File: src/rsc_pkg.sv
// constants, field layout and states of the reset source controller
package rsc_pkg;

	// ------------------------------------------------------------
	// clock and timing
	// ------------------------------------------------------------
	localparam int CLK_PERIOD_NS = 25; // 40 mhz system clock
	localparam int RESET_DELAY_NS = 5000; // 5.0 us least release delay
	localparam int RESET_DELAY_CYC =
		(RESET_DELAY_NS + CLK_PERIOD_NS - 1) / CLK_PERIOD_NS;
	localparam int CLOSS_MIN_US = 100; // clock-loss timeout, least
	localparam int CLOSS_TYP_US = 220; // clock-loss timeout, typical
	localparam int CLOSS_MAX_US = 500; // clock-loss timeout, most
	localparam int CLOSS_MIN_CYC = CLOSS_MIN_US * 1000 / CLK_PERIOD_NS;
	localparam int CLOSS_TYP_CYC = CLOSS_TYP_US * 1000 / CLK_PERIOD_NS;
	localparam int CLOSS_MAX_CYC = CLOSS_MAX_US * 1000 / CLK_PERIOD_NS;
	localparam int WDT_PRESCALE = 12; // watchdog clock divider

	// ------------------------------------------------------------
	// widths
	// ------------------------------------------------------------
	localparam int REG_W = 8; // register width
	localparam int ADDR_W = 16; // code address width
	localparam int CNT_W = 16; // clock-loss counter width
	localparam int DLY_W = 8; // release delay counter width
	localparam int PRE_W = 4; // watchdog prescaler width

	// ------------------------------------------------------------
	// reset_cause_and_enable field positions
	// ------------------------------------------------------------
	localparam int BIT_PIN = 0; // pin_reset_flag
	localparam int BIT_POR = 1; // power_on_flag_monitor_enable
	localparam int BIT_CLK = 2; // clock_loss_flag_enable
	localparam int BIT_WDT = 3; // watchdog_reset_flag
	localparam int BIT_SW = 4; // software_reset_force_flag
	localparam int BIT_CMP = 5; // comparator_reset_flag_enable
	localparam int BIT_ILL = 6; // illegal_access_reset_flag
	localparam logic [REG_W-1:0] FLAGS_POWER_ON = 8'h02; // after power-on
	localparam logic [REG_W-1:0] FLAGS_NONE = 8'h00; // no cause

	// ------------------------------------------------------------
	// user code space limits per memory size
	// ------------------------------------------------------------
	localparam logic [ADDR_W-1:0] LIMIT_8K = 16'h1dff;
	localparam logic [ADDR_W-1:0] LIMIT_4K = 16'h0fff;
	localparam logic [ADDR_W-1:0] LIMIT_2K = 16'h07ff;

	// sequencer states
	typedef enum logic [1:0] {
		RSC_RUN = 2'b00, // code running
		RSC_HOLD = 2'b01, // level source still active
		RSC_DELAY = 2'b10 // release delay before execution
	} rsc_state_e;

endpackage

File: src/rsc_reset_source_controller.sv
// reset source collection, cause register and release sequencer
`timescale 1ns/1ps
module rsc_reset_source_controller #(
	parameter int CLOSS_CYCLES = rsc_pkg::CLOSS_TYP_CYC, // clock-loss count
	parameter logic [15:0] USER_CODE_LIMIT = rsc_pkg::LIMIT_8K // code top
) (
	input wire logic i_clock, // 40 mhz clock
	input wire logic i_rstn, // power-on reset, sync, active low
	input wire logic i_reg_wr, // register write strobe
	input wire logic [rsc_pkg::REG_W-1:0] i_reg_wdata, // write data
	output logic [rsc_pkg::REG_W-1:0] o_reg_rdata, // cause flags
	input wire logic i_system_clock, // monitored system clock level
	input wire logic i_supply_low, // supply below threshold
	input wire logic i_pin_reset_n, // reset pin level, active low
	input wire logic i_comparator_out, // comparator output
	input wire logic i_watchdog_expired, // watchdog timeout pulse
	input wire logic i_watchdog_disable, // software disables watchdog
	input wire logic i_program_store_write_enable, // store writes on
	input wire logic i_data_move_write, // data move write/erase
	input wire logic i_code_read, // code read instruction
	input wire logic i_branch_fetch, // fetch after branch
	input wire logic [rsc_pkg::ADDR_W-1:0] i_code_addr, // target address
	output logic o_system_reset, // system reset to core, active high
	output logic o_reset_pin_out, // reset pin drive level
	output logic o_reset_pin_oe, // reset pin drive enable
	output logic o_monitor_enable, // supply monitor enable
	output logic o_watchdog_enable, // watchdog function enable
	output logic o_watchdog_tick // watchdog clock, i_clock/12 pulse
);
	import rsc_pkg::*;

	// ------------------------------------------------------------
	// elaboration checks
	// ------------------------------------------------------------
	generate
		if (CLOSS_CYCLES < 2 || CLOSS_CYCLES > (2 ** CNT_W) - 1) begin : g_cc
			$error("clock-loss count out of counter range");
		end
		if (USER_CODE_LIMIT != LIMIT_8K && USER_CODE_LIMIT != LIMIT_4K &&
			USER_CODE_LIMIT != LIMIT_2K) begin : g_lim
			$error("unsupported user code limit");
		end
	endgenerate

	// ------------------------------------------------------------
	// state
	// ------------------------------------------------------------
	rsc_state_e state_q; // sequencer state
	rsc_state_e state_d; // next sequencer state
	logic [REG_W-1:0] flags_q; // reset cause flags
	logic [REG_W-1:0] cause_d; // one-hot cause of new reset
	logic clk_en_q; // clock-loss detector enable
	logic cmp_en_q; // comparator reset enable
	logic mon_en_q; // supply monitor enable
	logic sclk_q; // previous system clock level
	logic [CNT_W-1:0] clk_cnt_q; // cycles since last rising edge
	logic [DLY_W-1:0] dly_q; // release delay count
	logic [PRE_W-1:0] pre_q; // watchdog prescaler
	logic run; // code running
	logic closs_evt; // clock-loss timeout
	logic ill_evt; // illegal code access
	logic sw_evt; // software force
	logic mon_evt; // monitor newly enabled
	logic level_hold; // a level source still asserted
	logic any_src; // some source requests reset

	assign run = (state_q == RSC_RUN);

	// ------------------------------------------------------------
	// clock-loss detector
	// ------------------------------------------------------------
	// counts cycles since the last rising edge of the system clock
	always_ff @(posedge i_clock) begin
		if (!i_rstn) begin
			sclk_q <= 1'b0;
			clk_cnt_q <= '0;
		end else begin
			sclk_q <= i_system_clock;
			if (!clk_en_q || (i_system_clock && !sclk_q)) begin
				clk_cnt_q <= '0;
			end else if (!closs_evt) begin
				clk_cnt_q <= clk_cnt_q + 1'b1;
			end
		end
	end

	assign closs_evt = clk_en_q &&
		(clk_cnt_q == CNT_W'(CLOSS_CYCLES - 1));

	// ------------------------------------------------------------
	// source decode
	// ------------------------------------------------------------
	// guarded store access check
	assign ill_evt = ((i_program_store_write_enable && i_data_move_write) ||
		i_code_read || i_branch_fetch) && (i_code_addr > USER_CODE_LIMIT);
	assign sw_evt = i_reg_wr && i_reg_wdata[BIT_SW];
	assign mon_evt = i_reg_wr && i_reg_wdata[BIT_POR] && !mon_en_q;
	assign level_hold = !i_pin_reset_n || (mon_en_q && i_supply_low) ||
		(flags_q[BIT_CMP] && !i_comparator_out);

	// priority encode of the cause, highest first
	always_comb begin
		cause_d = FLAGS_NONE;
		any_src = 1'b1;
		if (mon_en_q && i_supply_low) begin
			cause_d[BIT_POR] = 1'b1; // supply monitor
		end else if (!i_pin_reset_n) begin
			cause_d[BIT_PIN] = 1'b1;
		end else if (mon_evt) begin
			cause_d[BIT_POR] = 1'b1; // monitor enable counts as monitor
		end else if (closs_evt) begin
			cause_d[BIT_CLK] = 1'b1;
		end else if (cmp_en_q && !i_comparator_out) begin
			cause_d[BIT_CMP] = 1'b1;
		end else if (i_watchdog_expired) begin
			cause_d[BIT_WDT] = 1'b1;
		end else if (ill_evt) begin
			cause_d[BIT_ILL] = 1'b1;
		end else if (sw_evt) begin
			cause_d[BIT_SW] = 1'b1; // software force
		end else begin
			any_src = 1'b0; // nothing pending
		end
	end

	// ------------------------------------------------------------
	// sequencer
	// ------------------------------------------------------------
	// next state: hold while a level source stays, then delay
	always_comb begin
		state_d = state_q;
		case (state_q)
			RSC_RUN: begin
				if (any_src) begin
					state_d = RSC_HOLD;
				end
			end
			RSC_HOLD: begin
				if (!level_hold) begin
					state_d = RSC_DELAY;
				end
			end
			RSC_DELAY: begin
				if (level_hold) begin
					state_d = RSC_HOLD; // source came back
				end else if (dly_q == DLY_W'(RESET_DELAY_CYC - 1)) begin
					state_d = RSC_RUN;
				end
			end
			default: begin
				state_d = RSC_HOLD;
			end
		endcase
	end

	// state register; power-on passes hold so the delay is a full 5.0 us
	always_ff @(posedge i_clock) begin
		if (!i_rstn) begin
			state_q <= RSC_HOLD;
		end else begin
			state_q <= state_d;
		end
	end

	always_ff @(posedge i_clock) begin
		if (!i_rstn) begin
			dly_q <= '0;
		end else if (state_q != RSC_DELAY) begin
			dly_q <= '0;
		end else begin
			dly_q <= dly_q + 1'b1;
		end
	end

	// ------------------------------------------------------------
	// cause flags and enables
	// ------------------------------------------------------------
	// flags change only as a reset starts
	always_ff @(posedge i_clock) begin
		if (!i_rstn) begin
			flags_q <= FLAGS_POWER_ON;
		end else if (run && any_src) begin
			// one-hot cause, bit 7 never set
			flags_q <= cause_d;
		end
	end

	// enables written by software; writes ignored while in reset
	always_ff @(posedge i_clock) begin
		if (!i_rstn) begin
			clk_en_q <= 1'b0;
			cmp_en_q <= 1'b0;
		end else if (run && any_src) begin
			clk_en_q <= 1'b0; // every reset disarms detectors
			cmp_en_q <= 1'b0;
		end else if (run && i_reg_wr) begin
			clk_en_q <= i_reg_wdata[BIT_CLK];
			cmp_en_q <= i_reg_wdata[BIT_CMP];
		end
	end

	// supply monitor enable survives all but power-on
	always_ff @(posedge i_clock) begin
		if (!i_rstn) begin
			mon_en_q <= 1'b0;
		end else if (run && i_reg_wr && !(any_src && !mon_evt)) begin
			mon_en_q <= i_reg_wdata[BIT_POR];
		end
	end

	// ------------------------------------------------------------
	// watchdog clock and enable
	// ------------------------------------------------------------
	// divide by twelve, enabled at reset
	always_ff @(posedge i_clock) begin
		if (!i_rstn || state_d != RSC_RUN) begin
			pre_q <= '0;
			o_watchdog_tick <= 1'b0;
			o_watchdog_enable <= 1'b1;
		end else begin
			o_watchdog_tick <= (pre_q == PRE_W'(WDT_PRESCALE - 1));
			if (pre_q == PRE_W'(WDT_PRESCALE - 1)) begin
				pre_q <= '0;
			end else begin
				pre_q <= pre_q + 1'b1;
			end
			if (i_watchdog_disable) begin
				o_watchdog_enable <= 1'b0;
			end
		end
	end

	// ------------------------------------------------------------
	// registered outputs
	// ------------------------------------------------------------
	assign o_reg_rdata = flags_q;
	assign o_monitor_enable = mon_en_q;

	// system reset and pin drive follow the next state
	always_ff @(posedge i_clock) begin
		if (!i_rstn) begin
			o_system_reset <= 1'b1;
			o_reset_pin_out <= 1'b0;
			o_reset_pin_oe <= 1'b1;
		end else begin
			o_system_reset <= (state_d != RSC_RUN);
			o_reset_pin_out <= 1'b0;
			// only power-on and monitor resets drive the pin
			if (state_d == RSC_RUN) begin
				o_reset_pin_oe <= 1'b0;
			end else if (run && any_src) begin
				o_reset_pin_oe <= cause_d[BIT_POR];
			end
		end
	end

	logic [DLY_W:0] rst_len_q; // helper: consecutive reset cycles
	always_ff @(posedge i_clock) begin
		if (!i_rstn || !o_system_reset) begin
			rst_len_q <= '0;
		end else if (rst_len_q != '1) begin
			rst_len_q <= rst_len_q + 1'b1;
		end
	end
endmodule // rsc_reset_source_controller

File: config.mk
export PLATFORM = sky130hd
export DESIGN_NAME = rsc_reset_source_controller
export DESIGN_NICKNAME = d
export VERILOG_FILES = /design/src/rsc_pkg.sv /design/src/rsc_reset_source_controller.sv
export SDC_FILE = /design/constraint.sdc
export NUM_CORES = 1
export LEC_CHECK = 0
export BUFFER_PORTS_ARGS = -buffer_cell sky130_fd_sc_hd__buf_2
export CORE_MARGIN = 2
export CORE_UTILIZATION = 56
export DETAILED_ROUTE_END_ITERATION = 12
export GPL_TIMING_DRIVEN = 0
export HOLD_SLACK_MARGIN = 0.05
export PLACE_DENSITY = 0.83
export SETUP_SLACK_MARGIN = 0.1
export SLEW_MARGIN = 5
export SYNTH_ARGS = -nofsm -noshare
export SYNTH_HDL_FRONTEND = slang
export SYNTH_SLANG_ARGS = --single-unit
File: constraint.sdc
create_clock -name i_clock -period 4.5 [get_ports i_clock]
set_clock_uncertainty 0.15 [all_clocks]
set_input_delay 0.9 -clock i_clock [delete_from_list [all_inputs] [get_ports i_clock]]
set_output_delay 0.9 -clock i_clock [all_outputs]
set_load 0.005 [all_outputs]
==> flow_summary.yaml <==
yosys:
  synth_area_um2: 2042
  yosysWarnings: 0
  synth.avg_cell_area_um2: 8.917
  synth-edff-count: 0
  syn_inst: 229
  synth_ff_type: "dfxtp_1"
  synth_seq_area_share_pct: 44.12
  async_flop_share_pct: 0
  synth_cell_type_count: 50
  ys_seq_elements: 45
power:
  pwr_density_cell_nw_per_um2: 279.2
  peakVddDrop_uv: 220.0
  leakage_uw: 0.0008561
clock_network:
  htreeDepth: 2
  cts_sinks: 45
  cts.repair.resized: 0
  cts-root-buf: "clkbuf_4"
  cts_inserted_buffers: 5
  clk_path_buf_depth: 2
  cts-hold-fix-buffers: 0
  path_clk_slew_ns: 0.14
  cts_tree: "done"
  clk-insertion-delay-late_ns: 0.36
  post-cts-setup-buffer-count: 0
place:
  port_buffers: 35
  placed_area_um2: 2278
  place_hpwl_mm: 2.992
  place.gp.congestion: 0.8067
floorplanning:
  core_area_um2: 3416
  die_h_um: 64.39
  die-area_um2: 4145
  io_pins: 51
  start_util_pct: 59.78
  rows: 21
  dieWidth_um: 64.39
routing:
  drtIter0Drc: 89
  drc: 0
  drt-vias-per-instance: 5.408
  drtPass1Iterations: 4
  final_antenna_net_count: 0
  wl_per_cell_um: 12.43
  routed_wl_mm: 3.966
  via_count: 1725
sta:
  finalSetupViolations: 0
  maxSlewHeadroom_pct: 61.04
  final.setup.tns_ns: 0
  max_clock_freq_mhz: 411.0
  holdWs_ns: 0.3057
  drv_slew: 0
  rsz0062_at_grt: "no"
  finalHoldViolations: 0
  worst_slew_pin_slew_ns: 0.5819
  period_share_pct: 54.07
  period_minus_slack_ns: 2.433
final_layout:
  n_antenna_cell: 0
  syn2layout_area_growth_pct: 14.46
  drive_above_1_share_pct: 20.15
  final_net_count: 312
  design_area_um2: 2337
critical_path:
  endpoint_kind: "register"
  start_kind: "input pin"
  required_ns: 4.63
  cp.arrival_ns: 2.56
  crit_fanout: 8
  criticalPathCategory: "in -> reg"
global_routing:
  grt_max_degree: 16
  grt_pass1_vias: 1660
  antenna_found_initial: 0
  grt_remaining_overflow: 0
  grt_pass1_wl_mm: 7.155
  grtUsageTotal_pct: 21.93
job:
  maxCapViolations: 0
hold_path:
  hp-class: "reg -> reg"
status:
  status: "finished clean"
synth_stat cells, types with 2 or more instances:
cell type / number / area (um^2)
nor2b_1: 9 / 56.30
ha_1: 3 / 37.54
xor2_1: 10 / 87.58
a21o_1: 2 / 15.01
a21oi_1: 11 / 55.05
nor3_1: 7 / 35.03
dfxtp_1: 45 / 900.9
and4_1: 3 / 26.28
and3_1: 4 / 25.02
inv_1: 8 / 30.03
nand2_1: 18 / 67.56
buf_4: 2 / 15.01
buf_1: 2 / 7.510
mux2i_1: 2 / 20.02
xnor2_1: 8 / 70.07
nand3b_1: 2 / 15.01
nand3_1: 9 / 45.04
or3_1: 5 / 31.28
nor2_1: 28 / 105.1
nor4b_1: 3 / 26.28
o21ai_0: 7 / 35.03
o22ai_1: 2 / 12.51
clkbuf_1: 3 / 11.26
nand4_1: 7 / 43.79
nor3b_1: 3 / 22.52
a22oi_1: 2 / 15.01
layout by cell type (no fill, tap or decap), drive strengths merged, types with 3 or more instances in the layout:
cell type / instances
inv: 9
nor4b: 3
xor2: 10
nand3: 9
or3: 5
nor2b: 9
clkbuf: 8
and4: 3
nand4: 7
buf: 40
xnor2: 8
dfxtp: 45
and3: 4
nor3b: 3
ha: 3
o21ai: 8
nor2: 28
a21oi: 11
nand2: 18
nor3: 7
worst max-delay path, stage by stage:
cell	delay, ns
buf_2	0.15
and3b_4	0.21
or4_4	0.57
o41ai_4	0.44
nor2_1	0.10
a31o_1	0.19
layout make-up:
cell class | instances | area [um^2]
fillers | 301 | 1079
flip-flops and latches | 45 | 900.9
well taps | 46 | 57.56
clock inverters | 3 | 21.27
repair buffers | 35 | 175.2
multi-input cells | 169 | 1076
inverters | 8 | 30.03
plain buffers | 8 | 38.79
clock buffers | 5 | 37.54
worst paths after layout:
kind	startpoint	end	slack [ns]	cells past startpoint
worst max register to register	clk_cnt_q[0]	o_reg_rdata[0]	2.22	7
worst min-delay path	o_reg_rdata[3]	o_reg_rdata[3]	0.31	2
worst min register to register	o_reg_rdata[3]	o_reg_rdata[3]	0.31	2
worst max-delay path	i_reg_wr	o_reg_rdata[0]	2.07	6
per-layer routing:
layer	up-vias	global-route usage [%]	share of wire (%)
met4	0	8.245	1.1
met1	796	25.80	44
met5	-	0	0
li1	891	-	-
met3	5	6.162	4.4
met2	33	37.76	50
flip-flops by register name, indices dropped and copies added (netlist names):
register           cells
clk_cnt_q             16
o_reg_rdata            7
clk_en_q               1
state_q                2
pre_q                  4
dly_q                  8
o_system_reset         1
o_watchdog_enable      1
o_reset_pin_oe         1
sclk_q                 1
o_watchdog_tick        1
cmp_en_q               1
o_monitor_enable       1
cell families after synthesis:
logic type	after synthesis	share of synthesized area (%)
DFF	45	44.12
and+or+nand+nor	107	28.86
adders and majority gates	3	1.838
muxes	2	0.9804
AOI/OAI and AO/OA	37	12.93
buffers and inverters	16	3.370
other	1	0.1836
xor gates and xnor gates	18	7.721
metrics by stage:
| step | power (uW) | util, % | worst slack, ns | cells |
|---|---|---|---|---|
| 6_report | 652.6 | 68.42 | 2.067 | 319 |
| 3_5_place_dp | 462.6 | 66.70 | 1.676 | 311 |
| 5_1_grt | 683.5 | 68.42 | 2.006 | 319 |
| 3_3_place_gp | 461.6 | 66.70 | 1.690 | 311 |
| 4_1_cts | 658.6 | 68.42 | 2.090 | 319 |
| 2_1_floorplan | 442.9 | - | 1.955 | 230 |
power breakdown:
part | switching, uW | leakage, uW | total (uW) | internal (uW)
clock network | 136 | 0.0000316 | 198 | 62.0
registers | 3.14 | 0.000364 | 406 | 403
logic | 24.9 | 0.000461 | 48.0 | 23.1
total | 164 | 0.000856 | 653 | 488
Note: power is estimated with default switching activity, not from simulation.
